==> src/shared/hbp_pkg.sv <==
// package: constants, carriers and lane helpers of the host bus port
package hbp_pkg;

  // ****************************************************************
  // sizes
  // ****************************************************************
  localparam int HBP_AW   = 10;     // internal byte address width
  localparam int HBP_DW   = 32;     // internal register width
  localparam int HBP_PINS = 16;     // shared address / data pins

  // ****************************************************************
  // pin positions of the selects during the latch phase
  // ****************************************************************
  localparam int HBP_SP8_END   = 10;  // single phase, 8-bit bus
  localparam int HBP_SP8_FIFO  = 11;
  localparam int HBP_SP16_END  = 9;   // single phase, 16-bit bus
  localparam int HBP_SP16_FIFO = 10;
  localparam int HBP_DP8_END   = 2;   // dual phase high part, 8-bit
  localparam int HBP_DP8_FIFO  = 3;
  localparam int HBP_DP16_END  = 1;   // dual phase high part, 16-bit
  localparam int HBP_DP16_FIFO = 2;

  // ****************************************************************
  // reset values and counts
  // ****************************************************************
  localparam logic [9:0]  HBP_ADDR_RST = 10'h000; // latched address
  localparam logic [2:0]  HBP_PARTS8   = 3'h4;    // bytes per dword
  localparam logic [2:0]  HBP_PARTS16  = 3'h2;    // words per dword
  localparam logic [15:0] HBP_OE8      = 16'h00ff; // 8-bit drive
  localparam logic [15:0] HBP_OE16     = 16'hffff; // 16-bit drive

  // ****************************************************************
  // carriers
  // ****************************************************************
  typedef struct packed {
    logic [HBP_AW-1:0] addr;     // byte address
    logic              bigEnd;   // byte order select
    logic              fifoSel;  // fifo direct select
  } hbp_latch_t;

  typedef struct packed {
    logic              valid;    // one-cycle commit pulse
    logic [HBP_AW-1:0] addr;     // dword aligned byte address
    logic              fifoSel;  // goes to the write data fifo
    logic [HBP_DW-1:0] data;     // assembled dword
  } hbp_wr_t;

  typedef struct packed {
    logic              valid;    // access in progress / done
    logic [HBP_AW-1:0] addr;     // dword aligned byte address
    logic              fifoSel;  // comes from the read data fifo
  } hbp_rd_t;

  typedef struct packed {
    logic [3:0]        be;       // byte lanes written
    logic [HBP_DW-1:0] data;     // data replicated on all lanes
  } hbp_part_t;

  // ****************************************************************
  // lane helpers
  // ****************************************************************
  // lowest internal byte lane touched by a host access
  function automatic logic [1:0] hbp_lane(logic [1:0] a, logic big,
                                          logic bus16);
    hbp_lane = bus16 ? {a[1] ^ big, 1'b0} : (a ^ {big, big});
  endfunction

  // place a host byte or word onto internal lanes
  function automatic hbp_part_t hbp_place(logic [15:0] d,
                                          logic [1:0] lane,
                                          logic big, logic bus16);
    logic [15:0] w;
    w = big ? {d[7:0], d[15:8]} : d;
    hbp_place.data = bus16 ? {w, w} : {4{d[7:0]}};
    hbp_place.be   = bus16 ? (lane[1] ? 4'hc : 4'h3)
                           : 4'(4'h1 << lane);
  endfunction

  // pick a host byte or word out of an internal dword
  function automatic logic [15:0] hbp_pick(logic [31:0] q,
                                           logic [1:0] lane,
                                           logic big, logic bus16);
    logic [15:0] w;
    logic [7:0]  b;
    w = q[{lane[1], 4'h0} +: 16];
    b = q[{lane, 3'h0} +: 8];
    hbp_pick = bus16 ? (big ? {w[7:0], w[15:8]} : w) : {8'h00, b};
  endfunction

endpackage

==> src/logic/hbp_host_bus_port.sv <==
// host bus port: address latching, strobes, dword write, byte or word read
`timescale 1ns/1ps
// How it works
// - muxed or indexed addressing by config input
// - 8 or 16 bit bus, no bytes in 16
// - separate strobes or enable plus direction
// - polarity inputs for cs, rd, wr, latches
// - byte order from config or address latch
// - fifo select steers writes and reads
// - single phase 16 pins or dual phase 8
// - single phase captures all on low latch
// - upper pins never driven in 8-bit mode
// - chip select qualifies latches when enabled
// - latched address kept until reset or relatch
// - dual phase low and high, any order
// - dual phase upper pins carry no address
// - 8-bit byte address from pins directly
// - 16-bit word address shifted to bytes
// - byte order pin just above address
// - fifo select pin two above address
// - two words or four bytes per dword
// - write cycle from cs and wr or enable
// - trailing edge places data in assembly
// - writes ignored until first read done
// - low order select little, high big
// - counter steps, full dword writes once
module hbp_host_bus_port
  import hbp_pkg::*;
(
  input  wire logic              sys_clk,
  input  wire logic              rst_n,
  input  wire logic              clkEn,
  // configuration levels
  input  wire logic              cfgMuxMode,   // 1 muxed, 0 indexed
  input  wire logic              cfgBus16,     // 1 16-bit, 0 8-bit
  input  wire logic              cfgEnbDir,    // enable / direction
  input  wire logic              cfgDualPhase, // two latch phases
  input  wire logic              cfgCsQual,    // cs qualifies latch
  input  wire logic              csActHigh,    // polarity of cs
  input  wire logic              rdActHigh,    // rd or direction=read
  input  wire logic              wrActHigh,    // wr or enable
  input  wire logic              aleActHigh,   // both latch strobes
  input  wire logic              cfgIdxBigEnd, // order, indexed mode
  input  wire logic [HBP_AW-1:0] idxAddr,      // indexed address
  // host pins
  input  wire logic              csPin,
  input  wire logic              rdPin,        // rd or direction
  input  wire logic              wrPin,        // wr or enable
  input  wire logic              lowAddrLatchStrobe,
  input  wire logic              highAddrLatchStrobe,
  input  wire logic [15:0]       adIn,
  output logic      [15:0]       adOut,
  output logic      [15:0]       adOe,
  // internal side
  output hbp_wr_t                regWr,        // dword write pulse
  output hbp_rd_t                rdSel,        // read in progress
  input  wire logic [HBP_DW-1:0] rdData,       // data for rdSel
  output hbp_rd_t                rdDone,       // last part read
  output logic                   wrAllowed     // first read seen
);

  // ****************************************************************
  // strobe decoding ahead of the synchroniser
  // ****************************************************************
  logic csAct;        // chip select active
  logic rdLvl;        // rd pin at its active level
  logic wrLvl;        // wr pin at its active level
  logic wrCyc;        // write cycle level
  logic rdCyc;        // read cycle level
  logic low_addr_latch_strobe;        // low latch strobe active
  logic high_addr_latch_strobe;        // high latch strobe active

  // polarity folding, a pin equal to its active level is active
  always_comb begin
    csAct = csPin ~^ csActHigh;
    rdLvl = rdPin ~^ rdActHigh;
    wrLvl = wrPin ~^ wrActHigh;
    low_addr_latch_strobe = lowAddrLatchStrobe ~^ aleActHigh;
    high_addr_latch_strobe = highAddrLatchStrobe ~^ aleActHigh;
    // enable mode: wr pin enables, rd pin tells direction
    if (cfgEnbDir) begin
      wrCyc = wrLvl & ~rdLvl;
      rdCyc = wrLvl & rdLvl;
    end else begin
      wrCyc = csAct & wrLvl;
      rdCyc = csAct & rdLvl;
    end
  end

  // ****************************************************************
  // synchroniser and edge detection
  // ****************************************************************
  localparam int SW = 21;          // pins plus five strobes
  logic [SW-1:0] s2;               // synchronised levels
  logic [SW-1:0] s3_reg;           // one cycle older copy
  logic [15:0]   ad3;              // pins at last active sample
  logic          cs3;              // cs at last active sample
  logic          wrFall;           // write cycle trailing edge
  logic          rdFall;           // read cycle trailing edge
  logic          rdActive;         // read cycle in progress
  logic          loFall;           // low latch trailing edge
  logic          hiFall;           // high latch trailing edge
  logic          loQual;           // low latch accepted
  logic          hiQual;           // high latch accepted

  // strobes and pins share one synchroniser so they stay aligned
  hbp_sync #(
    .W       (SW)
  ) uSync (
    .sys_clk (sys_clk),
    .rst_n   (rst_n),
    .clkEn   (clkEn),
    .asyncIn ({adIn, high_addr_latch_strobe, low_addr_latch_strobe, rdCyc, wrCyc, csAct}),
    .syncOut (s2)
  );

  // older copy for edges
  always_ff @(posedge sys_clk) begin
    if (!rst_n) begin
      s3_reg <= '0;
    end else if (clkEn) begin
      s3_reg <= s2;
    end
  end

  // an edge is active in the older copy, idle in the newer one
  always_comb begin
    ad3      = s3_reg[20:5];
    cs3      = s3_reg[0];
    wrFall   = s3_reg[1] & ~s2[1];
    rdFall   = s3_reg[2] & ~s2[2];
    rdActive = s2[2];
    loFall   = s3_reg[3] & ~s2[3];
    hiFall   = s3_reg[4] & ~s2[4];
    // qualification ignores cs entirely when switched off
    loQual   = cfgMuxMode & loFall & (cs3 | ~cfgCsQual);
    hiQual   = cfgMuxMode & hiFall & (cs3 | ~cfgCsQual)
             & cfgDualPhase;
  end

  // ****************************************************************
  // address latch
  // ****************************************************************
  hbp_latch_t latch_reg;           // held address and selects

  // kept across any number of accesses until relatched
  always_ff @(posedge sys_clk) begin
    if (!rst_n) begin
      latch_reg <= '{HBP_ADDR_RST, 1'b0, 1'b0};
    end else if (clkEn) begin
      // low strobe: whole address in single phase
      if (loQual && !cfgDualPhase) begin
        if (cfgBus16) begin
          latch_reg.addr    <= {ad3[8:0], 1'b0};
          latch_reg.bigEnd  <= ad3[HBP_SP16_END];
          latch_reg.fifoSel <= ad3[HBP_SP16_FIFO];
        end else begin
          latch_reg.addr    <= ad3[9:0];
          latch_reg.bigEnd  <= ad3[HBP_SP8_END];
          latch_reg.fifoSel <= ad3[HBP_SP8_FIFO];
        end
      end
      // low strobe: lower part only in dual phase
      if (loQual && cfgDualPhase) begin
        if (cfgBus16) begin
          latch_reg.addr[8:0] <= {ad3[7:0], 1'b0};
        end else begin
          latch_reg.addr[7:0] <= ad3[7:0];
        end
      end
      // high strobe: upper bits and selects, lower pins only
      if (hiQual) begin
        if (cfgBus16) begin
          latch_reg.addr[9] <= ad3[0];
          latch_reg.bigEnd  <= ad3[HBP_DP16_END];
          latch_reg.fifoSel <= ad3[HBP_DP16_FIFO];
        end else begin
          latch_reg.addr[9:8] <= ad3[1:0];
          latch_reg.bigEnd    <= ad3[HBP_DP8_END];
          latch_reg.fifoSel   <= ad3[HBP_DP8_FIFO];
        end
      end
    end
  end

  // ****************************************************************
  // effective access target
  // ****************************************************************
  logic [HBP_AW-1:0] effAddr;      // byte address in use
  logic              effBig;       // byte order in use
  logic              effFifo;      // fifo direct in use
  logic [1:0]        lane;         // lowest internal lane touched

  // indexed mode takes address and order from plain inputs
  always_comb begin
    effAddr = cfgMuxMode ? latch_reg.addr : idxAddr;
    effBig  = cfgMuxMode ? latch_reg.bigEnd : cfgIdxBigEnd;
    effFifo = cfgMuxMode & latch_reg.fifoSel;
    // 16-bit hosts carry no byte address bit
    if (cfgBus16) begin
      effAddr[0] = 1'b0;
    end
    lane = hbp_lane(effAddr[1:0], effBig, cfgBus16);
  end

  // ****************************************************************
  // first read gate
  // ****************************************************************
  // writes stay dead after reset until one read has ended
  always_ff @(posedge sys_clk) begin
    if (!rst_n) begin
      wrAllowed <= 1'b0;
    end else if (clkEn && rdFall) begin
      wrAllowed <= 1'b1;
    end
  end

  // ****************************************************************
  // write path
  // ****************************************************************
  logic      partValid;            // accepted write edge
  hbp_part_t part;                 // placed host data

  // data sampled while the strobe was last seen active
  always_comb begin
    partValid = wrFall & wrAllowed;
    part      = hbp_place(ad3, lane, effBig, cfgBus16);
  end

  // dword assembly and single internal write
  hbp_dword_asm uAsm (
    .sys_clk   (sys_clk),
    .rst_n     (rst_n),
    .clkEn     (clkEn),
    .partValid (partValid),
    .part      (part),
    .partAddr  (effAddr),
    .partFifo  (effFifo),
    .bus16     (cfgBus16),
    .wrOut     (regWr)
  );

  // ****************************************************************
  // read path
  // ****************************************************************
  logic [2:0] rdCnt_reg;           // parts read of this dword
  logic [2:0] rdCnt_next;          // count after this part
  logic [2:0] rdParts;             // parts per dword

  always_comb begin
    rdParts    = cfgBus16 ? HBP_PARTS16 : HBP_PARTS8;
    rdCnt_next = rdCnt_reg + 3'h1;
  end

  // selection held for the internal side while a read runs
  always_ff @(posedge sys_clk) begin
    if (!rst_n) begin
      rdSel <= '0;
    end else if (clkEn) begin
      rdSel.valid   <= rdActive;
      rdSel.addr    <= {effAddr[HBP_AW-1:2], 2'b00};
      rdSel.fifoSel <= effFifo;
    end
  end

  // read counter and last-part pulse
  always_ff @(posedge sys_clk) begin
    if (!rst_n) begin
      rdCnt_reg <= 3'h0;
      rdDone    <= '0;
    end else if (clkEn) begin
      rdDone.valid <= rdFall && (rdCnt_next >= rdParts);
      if (rdFall) begin
        rdCnt_reg      <= (rdCnt_next >= rdParts) ? 3'h0 : rdCnt_next;
        rdDone.addr    <= {effAddr[HBP_AW-1:2], 2'b00};
        rdDone.fifoSel <= effFifo;
      end
    end
  end

  // pin drive, upper byte never driven on an 8-bit bus
  always_ff @(posedge sys_clk) begin
    if (!rst_n) begin
      adOut <= 16'h0000;
      adOe  <= 16'h0000;
    end else if (clkEn) begin
      if (rdActive && rdSel.valid) begin
        adOut <= hbp_pick(rdData, lane, effBig, cfgBus16);
        adOe  <= cfgBus16 ? HBP_OE16 : HBP_OE8;
      end else begin
        adOut <= 16'h0000;
        adOe  <= 16'h0000;
      end
    end
  end

endmodule

==> src/logic/hbp_sync.sv <==
// two flip-flop synchroniser for a group of asynchronous levels
`timescale 1ns/1ps
module hbp_sync
  import hbp_pkg::*;
#(
  parameter int W = 1              // number of levels
) (
  input  wire logic         sys_clk,
  input  wire logic         rst_n,
  input  wire logic         clkEn,
  input  wire logic [W-1:0] asyncIn,
  output logic      [W-1:0] syncOut
);

  // width check at elaboration
  if (W < 1) begin : gBadW
    $error("hbp_sync: width must be at least one");
  end

  logic [W-1:0] meta_reg;          // first stage, read by second only

  // ****************************************************************
  // two stages
  // ****************************************************************
  always_ff @(posedge sys_clk) begin
    if (!rst_n) begin
      meta_reg <= '0;
      syncOut  <= '0;
    end else if (clkEn) begin
      meta_reg <= asyncIn;
      syncOut  <= meta_reg;
    end
  end

endmodule

==> src/logic/hbp_dword_asm.sv <==
// assembles host bytes or words into one internal dword write
`timescale 1ns/1ps
module hbp_dword_asm
  import hbp_pkg::*;
(
  input  wire logic              sys_clk,
  input  wire logic              rst_n,
  input  wire logic              clkEn,
  input  wire logic              partValid,   // one write trailing edge
  input  wire hbp_part_t         part,        // lanes and data
  input  wire logic [HBP_AW-1:0] partAddr,    // byte address
  input  wire logic              partFifo,    // fifo direct select
  input  wire logic              bus16,       // 16-bit host bus
  output hbp_wr_t                wrOut        // commit to registers
);

  logic [HBP_DW-1:0] asm_reg;   // dword being assembled
  logic [2:0]        cnt_reg;   // parts written so far
  logic [2:0]        cnt_next;  // count after this part
  logic [2:0]        parts;     // parts per dword
  logic [HBP_DW-1:0] merged;    // dword with this part merged

  // ****************************************************************
  // merge and count
  // ****************************************************************
  always_comb begin
    parts    = bus16 ? HBP_PARTS16 : HBP_PARTS8;
    cnt_next = cnt_reg + 3'h1;
    for (int i = 0; i < 4; i++) begin
      merged[i*8 +: 8] = part.be[i] ? part.data[i*8 +: 8]
                                    : asm_reg[i*8 +: 8];
    end
  end

  // counter steps on each write edge, wraps after a whole dword
  always_ff @(posedge sys_clk) begin
    if (!rst_n) begin
      cnt_reg <= 3'h0;
      asm_reg <= '0;
    end else if (clkEn && partValid) begin
      asm_reg <= merged;
      cnt_reg <= (cnt_next >= parts) ? 3'h0 : cnt_next;
    end
  end

  // single internal write once every part has arrived
  always_ff @(posedge sys_clk) begin
    if (!rst_n) begin
      wrOut <= '0;
    end else if (clkEn) begin
      wrOut.valid <= partValid && (cnt_next >= parts);
      if (partValid) begin
        wrOut.addr    <= {partAddr[HBP_AW-1:2], 2'b00};
        wrOut.fifoSel <= partFifo;
        wrOut.data    <= merged;
      end
    end
  end

endmodule

==> config.mk <==
export PLATFORM = sky130hd
export DESIGN_NAME = hbp_host_bus_port
export DESIGN_NICKNAME = d
export VERILOG_FILES = /design/src/shared/hbp_pkg.sv /design/src/logic/hbp_host_bus_port.sv /design/src/logic/hbp_sync.sv /design/src/logic/hbp_dword_asm.sv
export SDC_FILE = /design/constraint.sdc
export NUM_CORES = 1
export LEC_CHECK = 0
export ABC_CLOCK_PERIOD_IN_PS = 3200
export BUFFER_PORTS_ARGS = -buffer_cell sky130_fd_sc_hd__buf_2
export CAP_MARGIN = 30
export CORE_MARGIN = 4
export CORE_UTILIZATION = 30
export DETAILED_ROUTE_END_ITERATION = 10
export GPL_TIMING_DRIVEN = 1
export PLACE_DENSITY_LB_ADDON = 0.1
export SLEW_MARGIN = 20
export SYNTH_ARGS = -nofsm -noshare
export SYNTH_HDL_FRONTEND = slang
export SYNTH_HIERARCHICAL = 1
export SYNTH_SLANG_ARGS = --single-unit
==> constraint.sdc <==
create_clock -name sys_clk -period 3.2 [get_ports sys_clk]
set_input_delay 0 -clock sys_clk [delete_from_list [all_inputs] [get_ports sys_clk]]
set_output_delay 0 -clock sys_clk [all_outputs]
set_load 0.01 [all_outputs]
======== Yosys cells after proc, flatten, opt, wreduce, memory -nomap -nowiden ========
Index checks and enable logic that the tools add are counted.
cells by class
  add/subtract/negate cells ............... 2
  multipliers ............................. 0
  divide/modulo/power cells ............... 0
  order comparisons ....................... 2
  equality and inequality tests ........... 0
  shifts and indexed selects .............. 3
  muxes and demuxes ....................... 32
  bitwise gates (word level) .............. 29
  reduce and logical (&&, ||, !) cells .... 14
operator list
  kind                                                               number
  16-bit 2-to-1 mux                                                  6
  8-bit 2-to-1 mux                                                   5
  32-bit 2-to-1 mux                                                  1
  32-bit by 6-bit indexed part select with 16-bit output             1
  32-bit by 6-bit indexed part select with 8-bit output              1
  12-bit 2-to-1 mux                                                  2
  1-bit AND                                                          15
  10-bit 2-to-1 mux                                                  1
  3-bit 2-to-1 mux                                                   3
  9-bit 2-to-1 mux                                                   1
  2-bit 2-to-1 mux                                                   4
  4-bit 2-to-1 mux                                                   2
  2-bit AND reduction                                                4
  1-bit logical AND                                                  7
  1-bit 2-to-1 mux                                                   7
  3-bit by 1-bit adder with 3-bit output, second input constant      2
  3-bit greater-or-equal comparator                                  2
  1-bit inverter                                                     6
  1-bit XNOR                                                         5
  2-bit nonzero test                                                 2
  1-bit by 2-bit << shifter with 4-bit output, first input constant  1
  2-bit bitwise XOR                                                  1
  1-bit logical NOT                                                  1
  1-bit OR                                                           1
  1-bit bitwise XOR                                                  1
storage, ports and cells
  register bits ........................... 208
  latch bits .............................. 0
  RAM bits ................................ 0
  bits in read-only memories .............. 0
  output and inout bits ................... 101
  logic and storage cells ................. 106
  memories kept ........................... 0

======== Depth between registers and ports, before layout ========
  depth in word-level cells ............... 10
  depth in mapped cells ................... 10

======== Modules after synthesis ========
Netlist, hierarchy kept.
by module, submodules not included
  module             times used  cells an instance  area each (µm²)
  hbp_host_bus_port  1           550                4743.3
  hbp_dword_asm      1           213                1848.0
  hbp_sync           1           135                1630.3

======== Worst setup path after synthesis ========
Ideal clock, no wire load.
  kind .................................... register to register
  start point ............................. register latch_reg[1] (netlist bit)
  end point ............................... register adOut[5]
  setup time .............................. 0.060 ns
  data arrival time ....................... 1.803 ns
  path slack .............................. 1.337 ns
  cell stages (with the launch flop) ...... 8
  path buffers ............................ 2
  clock period less this slack ............ 1.863 ns
  path through ............................ dfxtp_1 -> clkbuf_2 -> xnor2_2 -> buf_4 -> mux2i_1 -> nor2_1 -> a221oi_1 -> o221a_1
between the ends
  word-level cells in the longest chain between the ends .. 7
  elaborated cells between the ends (all ways) .. 9
ends and longest elaborated chain
  element                                                 line                      text
  start, declared                                         hbp_host_bus_port.sv:144  hbp_latch_t latch_reg;
  start signal, assigned                                  hbp_host_bus_port.sv:149  latch_reg <= '{HBP_ADDR_RST, 1'b0, 1'b0};
  1-bit 2-to-1 mux (*)                                    hbp_host_bus_port.sv:197  effBig = cfgMuxMode ? latch_reg.bigEnd : cfgIdxBigEnd;
  2-bit bitwise XOR or 1-bit bitwise XOR (tied branches)  hbp_pkg.sv:65             hbp_lane = bus16 ? {a[1] ^ big, 1'b0} : (a ^ {big, big});
  2-bit 2-to-1 mux                                        hbp_pkg.sv:65
  32-bit by 6-bit indexed part select with 16-bit output  hbp_pkg.sv:85             w = q[{lane[1], 4'h0} +: 16];
  16-bit 2-to-1 mux                                       hbp_pkg.sv:87             hbp_pick = bus16 ? (big ? {w[7:0], w[15:8]} : w) : {8'h00, b};
  16-bit 2-to-1 mux (*)                                   hbp_pkg.sv:87
  16-bit 2-to-1 mux (*)                                   hbp_host_bus_port.sv:287  if (rdActive && rdSel.valid) begin
  end signal, assigned                                    hbp_host_bus_port.sv:288  adOut <= hbp_pick(rdData, lane, effBig, cfgBus16);
  end, declared                                           hbp_host_bus_port.sv:52   output logic [15:0] adOut,
Every way passes the cells marked *; elsewhere a longest branch is shown, timed or not.
A chain may end at the register's enable or synchronous reset.

==> results.sh <==
export IMPL_regToRegSetupSlack_ns=0.80
export IMPL_dr_pass1_iters=5
export IMPL_cp_arrival_ns=2.70
export IMPL_crit_fanout=9
export IMPL_tns_ns=0
export IMPL_die_w_um=173.3
export IMPL_power_frac_seq=0.431
export IMPL_rsz0062_at_grt="false"
export IMPL_hold_viol=0
export IMPL_portBuffers=170
export IMPL_drc=0
export IMPL_cts_clk_slew_worst_paths_ns=0.07
export IMPL_place_ws_ns=0.7756
export IMPL_p_clk_frac=0.471
export IMPL_synthesis_area_um2=8197
export IMPL_num_antenna_cells=0
export IMPL_p_sw_frac=0.2448
export IMPL_cts_sinks=161
export IMPL_largest_reg_flops=32
export IMPL_syn_inst=895
export IMPL_mostFrequentLayoutCells="buf_2, dfxtp_1, nand2_1"
export IMPL_numCtsBuffers=17
export IMPL_setup_ws_ns=0.8003
export IMPL_total_power_uw=4801
export IMPL_multi_input_area_um2=4442
export IMPL_slew_violations=0
export IMPL_endpoint_kind="register"
export IMPL_crit_start="latch_reg[1]"
export IMPL_crit_required_ns=3.50
export IMPL_final_area_um2=10040
export IMPL_drv_cap=0
export IMPL_grtUsageTotal=0.1520
export IMPL_hold_path_endpoint="rdDone[9]"
export IMPL_internal_power_uw=3626
export IMPL_cts_tree="yes"
export IMPL_cts_root_buf="clkbuf_16"
export IMPL_htreeDepth=4
export IMPL_syn_avg_cell_area_um2=9.158
export IMPL_cts_resized_gates=0
export IMPL_seqCellArea_um2=3223
export IMPL_start_kind="register"
export IMPL_worstReg2RegStart="latch_reg[1]"
export IMPL_status="completed"
export IMPL_cp_cell_sequence="xnor2_2 > mux2i_4 > nor2b_1 > nand3_1 > nand2_1 > a21boi_0"
export IMPL_routed_wl_um=23050
export IMPL_grt_overflow_total=0
export IMPL_drtIter0Drc=313
export IMPL_whs_path_depth=4
export IMPL_worst_slew_pin_slew_ns=0.8530
export IMPL_vias=6569
export IMPL_ys_warnings_count=6
export IMPL_path_buf_inv=0
export IMPL_critical_path_class="reg2reg"
export IMPL_p_leak_uw=0.004697
export IMPL_final_cells=1401
export IMPL_worstReg2RegEnd="uAsm/asm_reg[17]"
export IMPL_clk_path_buf_depth=2
export IMPL_syn_to_final_growth_pct=22.48
export IMPL_dpl_cell_count=1344
export IMPL_dieArea_um2=30030
export IMPL_min_path_type="in2reg"
export IMPL_min_delay_start="idxAddr[8]"
export IMPL_clock_fmax_ghz=0.4167
export IMPL_dp_hpwl_um=16240
export IMPL_setup_viol=0
export IMPL_grt_pass1_wl_um=36990
export IMPL_core_um2=26950
export IMPL_grt_max_degree=93
export IMPL_grt_pass1_vias=6459
export IMPL_cts_setup_buffers=0
export IMPL_wire_per_inst_um=16.45
export IMPL_viasPerCell=4.689
export IMPL_mostFrequentLayoutCell="buf_2"
export IMPL_place_gp_congestion=0.7583
export IMPL_drive_gt1_frac=0.2321
export IMPL_worst_path_max_delay_cell="nor2b_1"
export IMPL_ioPinCount=177
export IMPL_skew_ns=0.01306
export IMPL_placed_cell_area_um2=9138
export IMPL_dieHeight_um=173.3
export IMPL_min_period_ns=2.400
export IMPL_switchingPower_uw=1176
export IMPL_peakVddDrop_v=0.0002811
export IMPL_rr_worst_depth=6
export IMPL_cpPeakStageDelay_ns=0.63
export IMPL_combPwrFrac=0.098
export IMPL_drtAntennaViolNets=0
export IMPL_power_density_nw_per_um2=478.3
export IMPL_relSlewSlack=0.4313
export IMPL_fin_crit_sh=0.7499
export IMPL_fill_cells=2790
export IMPL_finalNetCount=1129
export IMPL_antenna_found_initial=0
export IMPL_cpLargestDelayFamily="simple AND/OR/NAND/NOR gates"
export IMPL_initial_utilization=0.3041
export IMPL_clk_latency_ns=0.42
export IMPL_row_count=60
==> timing repair <==
action | in CTS | in global routing
endpoints found under the setup margin | 0 | 0
hold buffers | 25 | 0
endpoints found under the hold margin | 23 | 0
==> power groups by stage <==
stage               clock (uW)  sequential [uW]  combinational [uW]
floorplan                    0             2110                 319
global placement             0             2120                 453
detailed placement           0             2120                 453
CTS                       2320             2070                 481
global route              2400             2070                 527
finish                    2260             2070                 472
==> layer usage <==
metal	track usage	share of wire
met1	0.2036	0.48
met2	0.2533	0.47
met3	0.03032	0.041
met4	0.03558	0.0098
met5	0	0
==> final cells by class <==
cell class	count	share of cell area
Multi-Input combinational cell	643	0.4424
Timing Repair Buffer	210	0.1239
Sequential cell	161	0.3210
Tap cell	341	0.04250
Clock inverter	13	0.01982
Inverter	14	0.005234
Clock buffer	19	0.04511
==> worst max path at each step <==
stage / to / cells after the start
6_report: uAsm/asm_reg[17] / 6
5_1_grt: uAsm/asm_reg[21] / 6
4_1_cts: uAsm/asm_reg[19] / 6
3_5_place_dp: adOut[6] / 6
3_3_place_gp: uAsm/asm_reg[21] / 6
2_1_floorplan: adOut[5] / 7
==> worst min-delay path: stages <==
cell and delay, ns:
buf_2 0.08, mux2i_1 0.11, nand2_1 0.08, o211a_1 0.13
==> metrics by stage <==
step	hold slack, ns	util
2_1_floorplan	0.1282	-
6_report	0.01548	0.3725
3_5_place_dp	0.2660	0.3390
4_1_cts	0.008163	0.3725
3_3_place_gp	0.2550	0.3390
5_1_grt	0.03454	0.3725
No activity file was read; power rests on OpenSTA's default activity.
